$ cat config.mk
export PLATFORM = sky130hd
export DESIGN_NAME = dtp_timer
export DESIGN_NICKNAME = d
export VERILOG_FILES = /design/src/include/dtp_pkg.sv /design/src/rtl/dtp_down_counter.sv /design/src/rtl/dtp_timer.sv
export SDC_FILE = /design/constraint.sdc
export NUM_CORES = 1
export LEC_CHECK = 0
export ABC_AREA = 1
export ABC_CLOCK_PERIOD_IN_PS = 1700
export BUFFER_PORTS_ARGS = -buffer_cell sky130_fd_sc_hd__buf_4
export CAP_MARGIN = 20
export CORE_ASPECT_RATIO = 0.6
export CORE_MARGIN = 10
export CORE_UTILIZATION = 48
export DETAILED_ROUTE_END_ITERATION = 7
export PLACE_DENSITY = 0.84
export SLEW_MARGIN = 20
export SYNTH_ARGS = -nofsm -noshare
export SYNTH_HDL_FRONTEND = slang
export SYNTH_SLANG_ARGS = --single-unit
$ cat constraint.sdc
create_clock -name i_clk -period 1.7 [get_ports i_clk]
set_input_delay 0.17 -clock i_clk [delete_from_list [all_inputs] [get_ports i_clk]]
set_output_delay 0.17 -clock i_clk [all_outputs]
set_load 0.01 [all_outputs]
$ cat src/include/dtp_pkg.sv
// Constants shared by the dual timer with demodulation and ping-pong
package dtp_pkg;

  // ==========================================================
  // Control bit positions
  localparam int EN_BIT = 7;
  localparam int SINGLE_BIT = 6;
  localparam int STATUS_BIT = 5;
  localparam int CAP_IRQ_BIT = 2;
  localparam int TC_IRQ_BIT = 1;
  localparam int MODE_BIT = 6;
  localparam int EDGE_HI = 5;
  localparam int EDGE_LO = 4;
  localparam int PP_HI = 3;
  localparam int PP_LO = 2;
  localparam int INIT8_BIT = 1;
  localparam int INIT16_BIT = 0;

  // ==========================================================
  // Field codes
  localparam logic [1:0] PP_CODE = 2'h3;
  localparam logic [1:0] EDGE_RISE = 2'h1;
  localparam logic [1:0] EDGE_FALL = 2'h2;
  localparam logic [1:0] EDGE_BOTH = 2'h3;
  localparam logic [3:0] TIMER_BANK = 4'hd;
  localparam int RP_GROUP_HI = 7;
  localparam int RP_GROUP_LO = 4;
  localparam int RP_BANK_HI = 3;
  localparam int RP_BANK_LO = 0;
  localparam logic [15:0] WRAP_VALUE = 16'hffff;

  // ==========================================================
  // Ping-pong sequencer states
  typedef enum logic [1:0] {PP_IDLE, PP_T8, PP_T16} dtp_pp_state_t;

endpackage

$ cat src/rtl/dtp_down_counter.sv
// Loadable down counter used by both timers
`timescale 1ns/100ps
`default_nettype none

module dtp_down_counter #(
  parameter int WIDTH = 8
) (
  input wire logic i_clk,
  input wire logic i_rstn,
  input wire logic i_load,
  input wire logic [WIDTH-1:0] i_load_value,
  input wire logic i_dec,
  output logic [WIDTH-1:0] o_count,
  output logic o_zero
);

  logic [WIDTH-1:0] count_reg;
  logic [WIDTH-1:0] count_next;

  // ==========================================================
  // Load beats decrement; zero wraps to all ones
  always_comb begin
    count_next = count_reg;
    if (i_load) begin
      count_next = i_load_value;
    end else if (i_dec) begin
      count_next = count_reg - {{(WIDTH-1){1'b0}}, 1'b1};
    end
  end

  always_ff @(posedge i_clk or negedge i_rstn) begin
    if (!i_rstn) begin
      count_reg <= '0;
    end else begin
      count_reg <= count_next;
    end
  end

  assign o_count = count_reg;
  assign o_zero = (count_reg == '0);

endmodule

`default_nettype wire

$ cat src/rtl/dtp_timer.sv
// Paired 8-bit and 16-bit timers with demodulation and ping-pong
`timescale 1ns/100ps
`default_nettype none

// How it works
// - Armed single-edge mode ignores later edges
// - Timer8 timeout in single-edge mode captures timer16 without reload
// - Rewriting bit six rearms one capture-reload edge
// - In demodulation, timer16 wraps to all ones, flags timeout
// - Ping-pong only runs in transmit mode
// - Timer8 starts at initial level, loads hold
// - Timer8 end hands over to timer16
// - Timer16 end hands back to timer8
// - Terminal count interrupts gated by enable bits
// - Ping-pong select of zero ends alternation
// - Pointer high nibble group, low nibble bank
// - Timer registers live in bank D
module dtp_timer (
  input wire logic i_clk,
  input wire logic i_rstn,
  input wire logic [7:0] i_register_pointer,
  input wire logic [7:0] i_timer8_control,
  input wire logic [7:0] i_common_timer_control,
  input wire logic [7:0] i_timer16_control,
  input wire logic [7:0] i_timer8_high_hold,
  input wire logic [7:0] i_timer8_low_hold,
  input wire logic [7:0] i_timer16_high_hold,
  input wire logic [7:0] i_timer16_low_hold,
  input wire logic i_timer16_status_clear,
  input wire logic i_demod_pin,
  output logic [3:0] o_working_group,
  output logic [3:0] o_erf_bank,
  output logic o_timer_bank_sel,
  output logic o_timer8_output,
  output logic o_timer16_output,
  output logic [15:0] o_timer16_capture,
  output logic o_timer16_status,
  output logic o_timer8_irq,
  output logic o_timer16_irq
);

  dtp_pkg::dtp_pp_state_t pp_state_reg, pp_state_next;
  logic pin_s1_reg, pin_s1_next, pin_s2_reg, pin_s2_next, pin_s3_reg, pin_s3_next;
  logic out8_reg, out8_next, out16_reg, out16_next;
  logic run8_reg, run8_next, run16_reg, run16_next;
  logic armed_reg, armed_next, status_reg, status_next;
  logic irq8_reg, irq8_next, irq16_reg, irq16_next;
  logic en8_d_reg, en8_d_next, en16_d_reg, en16_d_next;
  logic sgl16_d_reg, sgl16_d_next, demod_d_reg, demod_d_next;
  logic [15:0] cap_reg, cap_next;
  logic load8, load16, zero8, zero16, tc8, tc16;
  logic [7:0] val8, count8;
  logic [15:0] count16;
  logic demod, pp_sel, en8, en16, rise8, rise16, sgl16, rearm, edge_seen, edge_load;
  logic [1:0] edge_sel;

  // ==========================================================
  // Register pointer decode
  assign o_working_group = i_register_pointer[dtp_pkg::RP_GROUP_HI:dtp_pkg::RP_GROUP_LO];
  assign o_erf_bank = i_register_pointer[dtp_pkg::RP_BANK_HI:dtp_pkg::RP_BANK_LO];
  assign o_timer_bank_sel = (o_erf_bank == dtp_pkg::TIMER_BANK);

  // ==========================================================
  // Control decode
  assign demod = i_common_timer_control[dtp_pkg::MODE_BIT];
  assign pp_sel = (i_common_timer_control[dtp_pkg::PP_HI:dtp_pkg::PP_LO] == dtp_pkg::PP_CODE);
  assign edge_sel = i_common_timer_control[dtp_pkg::EDGE_HI:dtp_pkg::EDGE_LO];
  assign en8 = i_timer8_control[dtp_pkg::EN_BIT];
  assign en16 = i_timer16_control[dtp_pkg::EN_BIT];
  assign sgl16 = i_timer16_control[dtp_pkg::SINGLE_BIT];
  assign rise8 = en8 && !en8_d_reg;
  assign rise16 = en16 && !en16_d_reg;
  assign rearm = demod && ((sgl16 && !sgl16_d_reg) || !demod_d_reg);
  assign tc8 = run8_reg && zero8;
  assign tc16 = run16_reg && zero16;
  // Edge detect reads only the second and third stages
  assign edge_seen = ((edge_sel == dtp_pkg::EDGE_RISE) && pin_s2_reg && !pin_s3_reg)
                  || ((edge_sel == dtp_pkg::EDGE_FALL) && !pin_s2_reg && pin_s3_reg)
                  || ((edge_sel == dtp_pkg::EDGE_BOTH) && (pin_s2_reg != pin_s3_reg));
  assign edge_load = demod && run16_reg && edge_seen && (!sgl16 || armed_reg);

  // ==========================================================
  // Next-state logic
  always_comb begin
    pp_state_next = pp_state_reg;
    pin_s1_next = i_demod_pin;
    pin_s2_next = pin_s1_reg;
    pin_s3_next = pin_s2_reg;
    out8_next = out8_reg;
    out16_next = out16_reg;
    run8_next = run8_reg;
    run16_next = run16_reg;
    armed_next = armed_reg;
    status_next = status_reg;
    cap_next = cap_reg;
    irq8_next = 1'b0;
    irq16_next = 1'b0;
    en8_d_next = en8;
    en16_d_next = en16;
    sgl16_d_next = sgl16;
    demod_d_next = demod;
    load8 = 1'b0;
    load16 = 1'b0;
    if (demod) begin
      pp_state_next = dtp_pkg::PP_IDLE;
      run8_next = en8;
      run16_next = en16;
      load8 = rise8 || tc8;
      if (edge_load) begin
        cap_next = count16;
        load16 = 1'b1;
        armed_next = 1'b0;
      end else if (sgl16 && tc8) begin
        cap_next = count16;
        irq16_next = i_timer16_control[dtp_pkg::CAP_IRQ_BIT];
      end else if (rise16) begin
        // Load on enable, else a fresh start wraps at once from zero
        load16 = 1'b1;
      end
      if (tc16 && !edge_load) begin
        status_next = 1'b1;
        irq16_next = i_timer16_control[dtp_pkg::TC_IRQ_BIT];
      end
      if (rearm) begin
        armed_next = 1'b1;
      end
    end else if (pp_sel) begin
      // Pulses below are one clock wide by construction
      case (pp_state_reg)
        dtp_pkg::PP_IDLE: begin
          run8_next = 1'b0;
          run16_next = 1'b0;
          if (rise8) begin
            pp_state_next = dtp_pkg::PP_T8;
            out8_next = i_common_timer_control[dtp_pkg::INIT8_BIT];
            load8 = 1'b1;
            run8_next = 1'b1;
          end else if (rise16) begin
            pp_state_next = dtp_pkg::PP_T16;
            out16_next = i_common_timer_control[dtp_pkg::INIT16_BIT];
            load16 = 1'b1;
            run16_next = 1'b1;
          end
        end
        dtp_pkg::PP_T8: begin
          if (tc8) begin
            irq8_next = i_timer8_control[dtp_pkg::TC_IRQ_BIT];
            pp_state_next = dtp_pkg::PP_T16;
            run8_next = 1'b0;
            out16_next = i_common_timer_control[dtp_pkg::INIT16_BIT];
            load16 = 1'b1;
            run16_next = 1'b1;
          end
        end
        default: begin
          if (tc16) begin
            irq16_next = i_timer16_control[dtp_pkg::TC_IRQ_BIT];
            pp_state_next = dtp_pkg::PP_T8;
            run16_next = 1'b0;
            out8_next = i_common_timer_control[dtp_pkg::INIT8_BIT];
            load8 = 1'b1;
            run8_next = 1'b1;
          end
        end
      endcase
    end else begin
      // Ping-pong deselected: alternation ends here
      pp_state_next = dtp_pkg::PP_IDLE;
      if (!en8) begin
        run8_next = 1'b0;
      end else if (rise8) begin
        out8_next = i_common_timer_control[dtp_pkg::INIT8_BIT];
        run8_next = 1'b1;
        load8 = 1'b1;
      end else if (tc8) begin
        out8_next = !out8_reg;
        irq8_next = i_timer8_control[dtp_pkg::TC_IRQ_BIT];
        run8_next = !i_timer8_control[dtp_pkg::SINGLE_BIT];
        load8 = run8_next;
      end
      if (!en16) begin
        run16_next = 1'b0;
      end else if (rise16) begin
        out16_next = i_common_timer_control[dtp_pkg::INIT16_BIT];
        run16_next = 1'b1;
        load16 = 1'b1;
      end else if (tc16) begin
        out16_next = !out16_reg;
        irq16_next = i_timer16_control[dtp_pkg::TC_IRQ_BIT];
        run16_next = !sgl16;
        load16 = run16_next;
      end
    end
    // Hardware set wins over a same-cycle software clear
    if (i_timer16_status_clear && !(demod && tc16 && !edge_load)) begin
      status_next = 1'b0;
    end
    // Demodulation reloads timer8 from its low hold only
    val8 = (out8_next && !demod) ? i_timer8_high_hold : i_timer8_low_hold;
  end

  always_ff @(posedge i_clk or negedge i_rstn) begin
    if (!i_rstn) begin
      pp_state_reg <= dtp_pkg::PP_IDLE;
      pin_s1_reg <= 1'b0;
      pin_s2_reg <= 1'b0;
      pin_s3_reg <= 1'b0;
      out8_reg <= 1'b0;
      out16_reg <= 1'b0;
      run8_reg <= 1'b0;
      run16_reg <= 1'b0;
      armed_reg <= 1'b0;
      status_reg <= 1'b0;
      cap_reg <= 16'h0000;
      irq8_reg <= 1'b0;
      irq16_reg <= 1'b0;
      en8_d_reg <= 1'b0;
      en16_d_reg <= 1'b0;
      sgl16_d_reg <= 1'b0;
      demod_d_reg <= 1'b0;
    end else begin
      pp_state_reg <= pp_state_next;
      pin_s1_reg <= pin_s1_next;
      pin_s2_reg <= pin_s2_next;
      pin_s3_reg <= pin_s3_next;
      out8_reg <= out8_next;
      out16_reg <= out16_next;
      run8_reg <= run8_next;
      run16_reg <= run16_next;
      armed_reg <= armed_next;
      status_reg <= status_next;
      cap_reg <= cap_next;
      irq8_reg <= irq8_next;
      irq16_reg <= irq16_next;
      en8_d_reg <= en8_d_next;
      en16_d_reg <= en16_d_next;
      sgl16_d_reg <= sgl16_d_next;
      demod_d_reg <= demod_d_next;
    end
  end

  // ==========================================================
  // Counters
  dtp_down_counter #(.WIDTH(8)) u_timer8 (
    .i_clk(i_clk),
    .i_rstn(i_rstn),
    .i_load(load8),
    .i_load_value(val8),
    .i_dec(run8_reg),
    .o_count(count8),
    .o_zero(zero8)
  );

  dtp_down_counter #(.WIDTH(16)) u_timer16 (
    .i_clk(i_clk),
    .i_rstn(i_rstn),
    .i_load(load16),
    .i_load_value({i_timer16_high_hold, i_timer16_low_hold}),
    .i_dec(run16_reg),
    .o_count(count16),
    .o_zero(zero16)
  );

  assign o_timer8_output = out8_reg;
  assign o_timer16_output = out16_reg;
  assign o_timer16_capture = cap_reg;
  assign o_timer16_status = status_reg;
  assign o_timer8_irq = irq8_reg;
  assign o_timer16_irq = irq16_reg;

  // ==========================================================
  // Checks
  property p_ignore_edges;
    @(posedge i_clk) disable iff (!i_rstn)
    (demod && sgl16 && !armed_reg && edge_seen && run16_reg && en16 && !tc16)
      |=> (count16 == $past(count16) - 16'h0001);
  endproperty
  a_ignore_edges: assert property (p_ignore_edges) else $error("edge not ignored");

  property p_t8_capture;
    @(posedge i_clk) disable iff (!i_rstn)
    (demod && sgl16 && tc8 && !edge_load)
      |=> (o_timer16_capture == $past(count16)) && !$past(load16);
  endproperty
  a_t8_capture: assert property (p_t8_capture) else $error("timeout capture wrong");

  property p_rearm;
    @(posedge i_clk) disable iff (!i_rstn)
    (demod && sgl16 && !sgl16_d_reg && demod_d_reg) |=> armed_reg;
  endproperty
  a_rearm: assert property (p_rearm) else $error("capture not rearmed");

  property p_wrap;
    @(posedge i_clk) disable iff (!i_rstn)
    (demod && tc16 && !edge_load) |=> (count16 == dtp_pkg::WRAP_VALUE) && o_timer16_status;
  endproperty
  a_wrap: assert property (p_wrap) else $error("timer16 wrap missing");

  property p_demod_no_pp;
    @(posedge i_clk) disable iff (!i_rstn)
    demod |=> (pp_state_reg == dtp_pkg::PP_IDLE);
  endproperty
  a_demod_no_pp: assert property (p_demod_no_pp) else $error("ping-pong in demod");

  property p_pp_start;
    @(posedge i_clk) disable iff (!i_rstn)
    (!demod && pp_sel && pp_state_reg == dtp_pkg::PP_IDLE && rise8)
      |=> (o_timer8_output == $past(i_common_timer_control[dtp_pkg::INIT8_BIT])) && run8_reg;
  endproperty
  a_pp_start: assert property (p_pp_start) else $error("ping-pong start wrong");

  property p_pp_to16;
    @(posedge i_clk) disable iff (!i_rstn)
    (!demod && pp_sel && pp_state_reg == dtp_pkg::PP_T8 && tc8)
      |=> !run8_reg && run16_reg && (count16 == $past({i_timer16_high_hold, i_timer16_low_hold}));
  endproperty
  a_pp_to16: assert property (p_pp_to16) else $error("handover to timer16 wrong");

  property p_pp_to8;
    @(posedge i_clk) disable iff (!i_rstn)
    (!demod && pp_sel && pp_state_reg == dtp_pkg::PP_T16 && tc16)
      |=> run8_reg && !run16_reg && (pp_state_reg == dtp_pkg::PP_T8);
  endproperty
  a_pp_to8: assert property (p_pp_to8) else $error("handover to timer8 wrong");

  property p_irq_pulse;
    @(posedge i_clk) disable iff (!i_rstn)
    (!demod && tc8 && i_timer8_control[dtp_pkg::TC_IRQ_BIT]) |=> o_timer8_irq ##1 !o_timer8_irq;
  endproperty
  a_irq_pulse: assert property (p_irq_pulse) else $error("timer8 interrupt not a pulse");

  property p_pp_end;
    @(posedge i_clk) disable iff (!i_rstn)
    (!demod && !pp_sel) |=> (pp_state_reg == dtp_pkg::PP_IDLE);
  endproperty
  a_pp_end: assert property (p_pp_end) else $error("ping-pong not ended");

endmodule

`default_nettype wire

==> metrics.md, run 1 <==
| Metric | Value |
|---|---|
| Reg clk slew, reported paths | ~0.06 ns |
| Post-Synthesis Net Count | between 500 and 600 |
| Max-cap check violation count | 0 |
| Setup slack on the worst flop-to-flop path | -0.43 ns |
| Sequential element share of the synthesized area | between 40% and 50% |
| Synth top area share | around two fifths |
| Synth unique cells | 45 |
| Clock sink count | 57 |
| Cell type group with the largest total delay on the critical path | simple AND/OR/NAND/NOR gates |
| Overall routing resource usage | around 23% |
| Via count of the first global-routing pass | between 3,000 and 4,000 |
| Synth Register Bits | between 50 and 60 |
| I/O pin count | between 90 and 100 |
| Number of flops mapped to enable cells by yosys | 0 |
| Maximum number of pins on one net before global-route repair | 58 |
| Buffers from clock root to sink, at most | 2 |
| Leading register cell type out of synthesis | sky130_fd_sc_hd__dfrtp_1 |
| Count of warnings emitted by yosys | 0 |
| Insertion delay to the later sink of the worst-skew pair | ~0.35 ns |
| Critical path start-end classification | reg2reg |
| Cells after synthesis | around 440 |
| WP depth | 11 |
| Number of antenna violations at the first check in global routing | 0 |
| Internal cell power | ~4.3 mW |
| Buffers and inverters on the worst path | 1 |
| Crit-path most repeated cell | sky130_fd_sc_hd__nand2_4 |
| Wirelength, routed | 15.5 mm |
| Total setup violations reported at the end of the flow | 48 |
| Type of element launching the critical path | flip-flop |
| Remaining Overflow, GRT | 0 |
| Post-detailed-route via-to-cell ratio | slightly above 6 |
| Vertical die dimension | between 80 and 90 um |
| Final count of pins violating max slew | 0 |
| Synth area leader | sky130_fd_sc_hd__dfrtp_1 |
| Count of nets after finishing | 660 |
| # H-tree levels | 3 |
| Unrepaired setup endpoints after global routing | yes |
| Worst-case reg-to-reg path depth | 11 |
| Top post-synthesis cells by count | 91 x sky130_fd_sc_hd__nand2_1, 57 x sky130_fd_sc_hd__dfrtp_1, 55 x sky130_fd_sc_hd__nand3_1 |
| Max incr delay on CP | 0.45 ns |
| Clock Skews | around 0.014 ns |
| Share of layout cells above drive strength 1 | between 40% and 50% |
| DRC violations left | 0 |
| Largest cells by area after synthesis | sky130_fd_sc_hd__dfrtp_1 41%, sky130_fd_sc_hd__nand2_1 9.7%, sky130_fd_sc_hd__nand3_1 7.8%, sky130_fd_sc_hd__inv_1 4.6%, sky130_fd_sc_hd__nor2_1 3.9% |
| R2R Path Start | u_timer16.o_count[14] |
| TritonCTS clock tree | built |
| Endpoint of the worst-slack reg-to-reg timing path | u_timer16.o_count[4] |
| Number of placement rows | 24 |
| Final core utilization | approximately 75% |
| CP Capture Type | flip-flop |
| Endpoint of the most critical setup path | u_timer16.o_count[4] |
| Layout filler cell count | ~440 |
| Transition time at the pin with the least slew margin | about 0.76 ns |
| Synth-to-Final Area Change | 53.4% |
| Proportion of synthesized flip-flops having asynchronous set or reset | 100% |
| Port Buffers | 79 |
| Largest vdd supply drop | slightly below 0.0006 V |
| Arrival time of the worst setup path | ~2.3 ns |
| Clock power frac | 28.2% |
| Worst-path cell with the longest stage delay | sky130_fd_sc_hd__dfrtp_1 |
| Proportion of total power due to net switching | a little under two fifths |
| Routability congestion estimate from global placement | approximately 0.92 |
| P_sw | 2.69 mW |
| Diodes inserted | 0 |
| Beginning of the critical path | u_timer16.o_count[14] |
| Max transition margin | between 40% and 50% |
| Minimum hold slack | roughly 0.027 ns |
| Outcome | complete, but fails checks |
| Number of iterations in the first detailed-routing pass | 6 |
| Estimated wirelength of the detail-placed design | approximately 8.2 mm |
| Ratio of total power to cell area | ~1300 nW/um2 |
| Post-synthesis cell area | approximately 3500 um2 |
| Violation count after the first detailed-route iteration | between 700 and 800 |
| Gate power share | between 40% and 50% |
| Standby leakage power | around 2.6 nW |
| Flop pwr share | around 30% |
| Antenna-violating nets left | 0 |
| Crit path required time | between 1.5 and 2 ns |
| Cell at the root of the clock tree | sky130_fd_sc_hd__clkbuf_16 |
| Violated checks | negative setup slack |
| Chip width | approximately 130 um |
| Via count | ~4,200 |
| Core footprint | between 7000 and 8000 um2 |
| Hold Fails Final Rpt | 0 |
| Floorplan die area | roughly 11,000 um2 |
| TritonCTS Buffers | 9 |
| Min cycle time layout | between 2 and 2.5 ns |
| Cell with the most instances after synthesis | sky130_fd_sc_hd__nand2_1 |
| Fin worst setup slack | -0.429 ns |
| Ratio of final minimum period to clock period | 125% |
| Critical Path Fanout Max | 14 |
| Wire length of the first global-routing pass | ~20 mm |
| Post-Synthesis Mean Instance Area | just under 8 um2 |
| Wire per inst | between 20 and 25 um |
| Achievable Freq | around 0.47 GHz |
| Worst hold path class | in2reg |
| Crit-path cells | nor2_1 -> nand3_4 -> nor2_4 -> nand2_4 -> nand2_4 -> a21oi_2 -> o21ai_2 -> nand2_4 -> buf_12 -> nand3_1 -> nand3_1 |
| Starting utilization of the core area | about half |
## cell type report
| class | instances | area (um2) | area share (%) |
|---|---|---|---|
| sequential | 57 | 1430 | 26.4 |
| clock inverter | 5 | 80.1 | 1.48 |
| tap | 91 | 114 | 2.11 |
| inverter | 49 | 191 | 3.55 |
| timing repair buffer | 154 | 1230 | 22.8 |
| multi-input combinational | 317 | 2120 | 39.4 |
| clock buffer | 11 | 233 | 4.31 |
## routing by layer
metal | part of all wire, % | track usage (%) | vias to the layer above
li1 | - | - | 1735
met1 | 37 | 28.8 | 1899
met2 | 42 | 32.9 | 419
met3 | 14 | 7.56 | 125
met4 | 6.5 | 12.6 | 0
met5 | 0 | 0 | -
## power groups by stage
stage	Sequential [mW]	Clock [mW]	Combinational, mW
floorplan	2.10	0	1.12
CTS	2.02	1.94	2.47
global placement	2.01	0	2.19
finish	2.08	1.98	2.96
detailed placement	2.03	0	2.28
global route	2.11	2.03	3.15
## per-stage QoR
step / setup slack [ns] / power (mW) / TNS, ns / instance area [um2] / std cells
after floorplan: 0.0250 / 3.22 / 0 / 3520 / 443
after global placement: -0.136 / 4.20 / -2.24 / 4520 / 650
after detailed placement: -0.214 / 4.30 / -4.92 / 4520 / 650
after CTS: -0.126 / 6.43 / -2.56 / 5070 / 677
after global routing: -0.499 / 7.29 / -12.88 / 5400 / 684
final: -0.429 / 7.03 / -10.53 / 5400 / 684
## how the worst min path moves through the flow
| stage | from | slack, ns | end | cells past startpoint |
|---|---|---|---|---|
| finish | i_timer16_status_clear | 0.03 | o_timer16_status | 2 |
| global route | i_timer16_status_clear | 0.04 | o_timer16_status | 2 |
| CTS | i_timer16_status_clear | 0.03 | o_timer16_status | 2 |
| detailed placement | i_demod_pin | 0.28 | pin_s1_reg | 1 |
| global placement | i_rstn | 0.28 | o_timer8_irq | 1 |
| floorplan | i_rstn | -0.13 | armed_reg | 0 |
## repair_timing
item / in CTS / in global routing
gates resized for setup: 35 / 66
hold endpoints to repair: 61 / 0
setup buffers: 5 / 6
setup endpoints to repair: 44 / 46
hold buffers: 5 / 0
gates cloned: 1 / 1
pin swaps: 10 / 25
## cell families (layout without fill, tap and decap cells)
family,Yosys count,in the layout,synth area share [%]
adders and majority gates,4,4,1.42
buffers and inverters,70,219,9.78
muxes,3,3,0.960
xor gates and xnor gates,18,18,4.48
AOI/OAI and AO/OA,55,55,9.39
DFF,57,57,40.5
and+or+nand+nor,236,237,33.4
## cells in the final DEF, fill, tap and decap left out, drive strengths merged
cell and count:
nor2 48, buf 148, ha 4, clkinv 2
a22o 1, o211ai 2, nand2 111, bufinv 2
and2 1, o32ai 1, a21oi 12, o2111ai 1
xnor2 3, a31oi 1, a211oi 2, o21ai 30
xor2 15, inv 48, nand4 5, clkbuf 12
o221ai 1, mux2 3, nor3b 1, o31ai 1
nor3 3, dfrtp 57, dlygate4sd3 5, o311ai 2
nand3 67, o21a 1, nand3b 1, clkinvlp 2
Power figures use the tool's default switching activity.
==> inputs of run 2 (changes only) <==
--- a/config.mk
+++ b/config.mk
@@ -14,7 +14,9 @@
 export CORE_UTILIZATION = 48
 export DETAILED_ROUTE_END_ITERATION = 7
 export PLACE_DENSITY = 0.84
+export REMOVE_ABC_BUFFERS = 1
 export SLEW_MARGIN = 20
 export SYNTH_ARGS = -nofsm -noshare
 export SYNTH_HDL_FRONTEND = slang
+export SYNTH_HIERARCHICAL = 1
 export SYNTH_SLANG_ARGS = --single-unit
==> metrics.md, run 2 <==
| Metric | Value |
|---|---|
| Synth Register Bits | 57 (unchanged) |
| Standby leakage power | 2.92 nW (+11%) |
| Port Buffers | 79 (unchanged) |
| Register cell area after layout | 1430 um2 (unchanged) |
| Largest vdd supply drop | 0.000840 V (+42%) |
| Most common library cell in the layout ignoring fill and taps | sky130_fd_sc_hd__buf_4 |
| Synth top area share | 40.8% (+0.29 points) |
| I/O pin count | 98 (unchanged) |
| DRC violations left | 0 (unchanged) |
| Cell with the most instances after synthesis | sky130_fd_sc_hd__nand2_1 |
| Post-detailed-route via-to-cell ratio | 6.19 (+1.3%) |
| Critical path start-end classification | reg2reg |
| Post-Synthesis Mean Instance Area | 7.28 um2 (-8.4%) |
| Via count of the first global-routing pass | 4,175 (+5.4%) |
| Estimated wirelength of the detail-placed design | 8.94 mm (+9.3%) |
| Outcome | complete, but fails checks |
| Setup slack on the worst flop-to-flop path | -0.87 ns (-0.44 ns) |
| Synth-to-Final Area Change | 64.4% |
| Type of element launching the critical path | flip-flop |
| Hold Fails Final Rpt | 0 (unchanged) |
| Final core utilization | 83.5% (+8.6 points) |
| Wire per inst | 21.3 um (-6.1%) |
| Proportion of synthesized flip-flops having asynchronous set or reset | 100% (unchanged) |
| Number of placement rows | 23 (-4.2%) |
| Beginning of the critical path | u_timer16/o_count[0] |
| Highest-count cells in the layout ignoring fill and taps | 158 x sky130_fd_sc_hd__buf_4, 118 x sky130_fd_sc_hd__nand2_1, 57 x sky130_fd_sc_hd__dfrtp_1 |
| Achievable Freq | 0.389 GHz (-17%) |
| Wire length of the first global-routing pass | 21.7 mm (+8.5%) |
| Chip width | 130 um (-0.30%) |
| Violation count after the first detailed-route iteration | 737 (-4.0%) |
| Layout filler cell count | 356 (-19%) |
| Final count of pins violating max slew | 0 (unchanged) |
| CP Capture Type | flip-flop |
| Sequential element share of the synthesized area | 40.8% (+0.29 points) |
| Number of antenna violations at the first check in global routing | 0 (unchanged) |
| Min cycle time layout | 2.57 ns (+0.442 ns) |
| Reg clk slew, reported paths | 0.05 ns (about the same) |
| Ratio of final minimum period to clock period | 151% (+26 points) |
| Endpoint of the worst-slack reg-to-reg timing path | u_timer16/o_count[3] |
| Remaining Overflow, GRT | 0 (unchanged) |
| Max-cap check violation count | 0 (unchanged) |
| Antenna-violating nets left | 0 (unchanged) |
| Overall routing resource usage | 24.5% (+1.9 points) |
| Core footprint | 6880 um2 (-4.6%) |
| Leading register cell type out of synthesis | sky130_fd_sc_hd__dfrtp_1 |
| Endpoint of the most critical setup path | u_timer16/o_count[3] |
| Transition time at the pin with the least slew margin | 0.455 ns (-0.309 ns) |
| Routability congestion estimate from global placement | 0.967 (+4.7%) |
| TritonCTS clock tree | built |
| Clock sink count | 57 (unchanged) |
| Vertical die dimension | 86.1 um (-0.27%) |
| Count of nets after finishing | 728 (+10%) |
| TritonCTS Buffers | 9 (unchanged) |
| Worst hold path class | in2reg |
| Count of warnings emitted by yosys | 6 (+6) |
| Number of flops mapped to enable cells by yosys | 0 (unchanged) |
| Diodes inserted | 0 (unchanged) |
| Placed cell count | 710 (+9.2%) |
| Wirelength, routed | 15.9 mm (+2.6%) |
| Maximum number of pins on one net before global-route repair | 33 (-43%) |
| Top post-synthesis cells by count | 156 x sky130_fd_sc_hd__nand2_1, 69 x sky130_fd_sc_hd__nand3_1, 57 x sky130_fd_sc_hd__dfrtp_1 |
| Violated checks | negative setup slack |
| Insertion delay to the later sink of the worst-skew pair | 0.34 ns (about the same) |
| Synth unique cells | 37 (-18%) |
| Unrepaired setup endpoints after global routing | yes |
| Clock Skews | 0.0113 ns (-0.00234 ns) |
| Post-synthesis cell area | 3490 um2 (-0.71%) |
| Share of layout cells above drive strength 1 | 48.9% (+1.6 points) |
| R2R Path Start | u_timer16/o_count[0] |
| # H-tree levels | 3 (unchanged) |
| Max transition margin | 69.5% (+20 points) |
| Starting utilization of the core area | 50.8% (+2.0 points) |
| Floorplan die area | 11,200 um2 (-0.57%) |
| Critical Path Fanout Max | 5 (-9) |
| Cells after synthesis | 480 (+8.4%) |
| Buffers from clock root to sink, at most | 2 (unchanged) |
| Total area of multi-input combinational cells | 2270 um2 (+6.8%) |
| Arrival time of the worst setup path | 2.77 ns (+0.43 ns) |
| Crit path required time | 1.90 ns (about the same) |
| Number of iterations in the first detailed-routing pass | 6 (unchanged) |
| Total setup violations reported at the end of the flow | 46 (-4.2%) |
| Total chip power | 6.82 mW (-2.9%) |
| Worst-case reg-to-reg path depth | 16 (+5) |
| Minimum hold slack | 0.0225 ns (-0.00458 ns) |
| Synth area leader | sky130_fd_sc_hd__dfrtp_1 |
| Final std cells w/o fill | 747 (+9.2%) |
| Via count | 4,622 (+11%) |
| Fin worst setup slack | -0.871 ns (-0.442 ns) |
| Cell at the root of the clock tree | sky130_fd_sc_hd__clkbuf_16 |
| Ratio of total power to cell area | 1190 nW/um2 (-8.8%) |
| Worst slack after detailed placement | -0.754 ns (-0.540 ns) |
| Largest cells by area after synthesis | sky130_fd_sc_hd__dfrtp_1 41%, sky130_fd_sc_hd__nand2_1 17%, sky130_fd_sc_hd__nand3_1 9.9%, sky130_fd_sc_hd__inv_1 4.5%, sky130_fd_sc_hd__nor2_1 3.5% |
==> run 2: cell count changes in the layout (fill, tap and decap cells not counted), moves of 6 or more <==
cell and change:
sky130_fd_sc_hd__o21ai_0 -11, sky130_fd_sc_hd__nand2_2 +7, sky130_fd_sc_hd__nand2_1 +43, sky130_fd_sc_hd__nand3_1 +7
sky130_fd_sc_hd__buf_4 +17, sky130_fd_sc_hd__inv_2 +7, sky130_fd_sc_hd__a22oi_2 +10, sky130_fd_sc_hd__xor2_1 -14
sky130_fd_sc_hd__buf_6 +12, sky130_fd_sc_hd__nand3_2 -6
==> run 2: routing by layer <==
layer	GRT usage (%)	wire length (um)
met5	0	0
met4	11.0	875
met3	9.28	2290
met2	36.0	6820
met1	31.2	5930
==> run 2: stage by stage <==
stage               instance area (um2)  TNS, ns
finish                             5740   -20.44
CTS                                5370   -10.17
detailed placement                 4700   -20.99
global placement                   4700   -16.27
floorplan                          3370   -20.37
global route                       5740   -22.02
==> run 2: timing repair <==
action                                  4_1_cts  5_1_grt
pin swaps                                    46       45
buffers inserted                             12       11
endpoints found under the hold margin        27        0
cloned                                        3        1
resized for setup                            74       88
endpoints found under the setup margin       48       48
hold buffers                                  3        0
==> run 2: final cells by class <==
cell class | instances | area share (%)
repair inverters | 1 | 0.196
clock buffers | 14 | 4.60
repair buffers | 180 | 25.2
well taps | 87 | 1.90
multi-input cells | 355 | 39.5
flip-flops and latches | 57 | 24.8
inverters | 53 | 3.77
==> run 2: critical path, cell delays in order, from the launching register on <==
cell and delay [ns]:
sky130_fd_sc_hd__dfrtp_1 0.40, sky130_fd_sc_hd__inv_2 0.11, sky130_fd_sc_hd__ha_4 0.17, sky130_fd_sc_hd__nand3_4 0.10, sky130_fd_sc_hd__nor2_8 0.11, sky130_fd_sc_hd__nand4_1 0.11, sky130_fd_sc_hd__nor2_2 0.23, sky130_fd_sc_hd__nand2_4 0.15
sky130_fd_sc_hd__inv_4 0.10, sky130_fd_sc_hd__o211ai_1 0.12, sky130_fd_sc_hd__nand3_1 0.10, sky130_fd_sc_hd__and2_4 0.21, sky130_fd_sc_hd__inv_4 0.07, sky130_fd_sc_hd__nand2_8 0.10, sky130_fd_sc_hd__inv_8 0.06, sky130_fd_sc_hd__a22oi_2 0.17
sky130_fd_sc_hd__nand2_1 0.12
==> run 2: how the worst min path moves through the flow <==
stage	slack, ns	cells after the start	to	from
floorplan	-0.13	0	armed_reg	i_rstn
global placement	0.11	1	u_timer16/o_count[1]	i_rstn
detailed placement	0.11	1	u_timer16/o_count[3]	i_rstn
CTS	0.02	1	demod_d_reg	i_common_timer_control[6]
global route	0.02	2	o_timer16_status	i_timer16_status_clear
finish	0.02	2	o_timer16_status	i_timer16_status_clear
==> run 2: logic make-up (layout without fill, tap and decap cells) <==
kind of cell    Yosys count  count (layout)  synth area share [%]
xor+xnor                  3               3                 0.752
compound gates           49              49                  8.99
flops                    57              57                  40.8
simple gates            298             300                  39.1
fa+ha+maj                 3               3                  1.07
buf+inv                  70             248                  9.28
==> run 2: power by group <==
group	internal, mW	leakage (nW)	switching [mW]	total, mW
combinational	1.43	2.08	1.76	3.20
sequential	1.71	0.714	0.253	1.96
clock	1.05	0.129	0.619	1.67
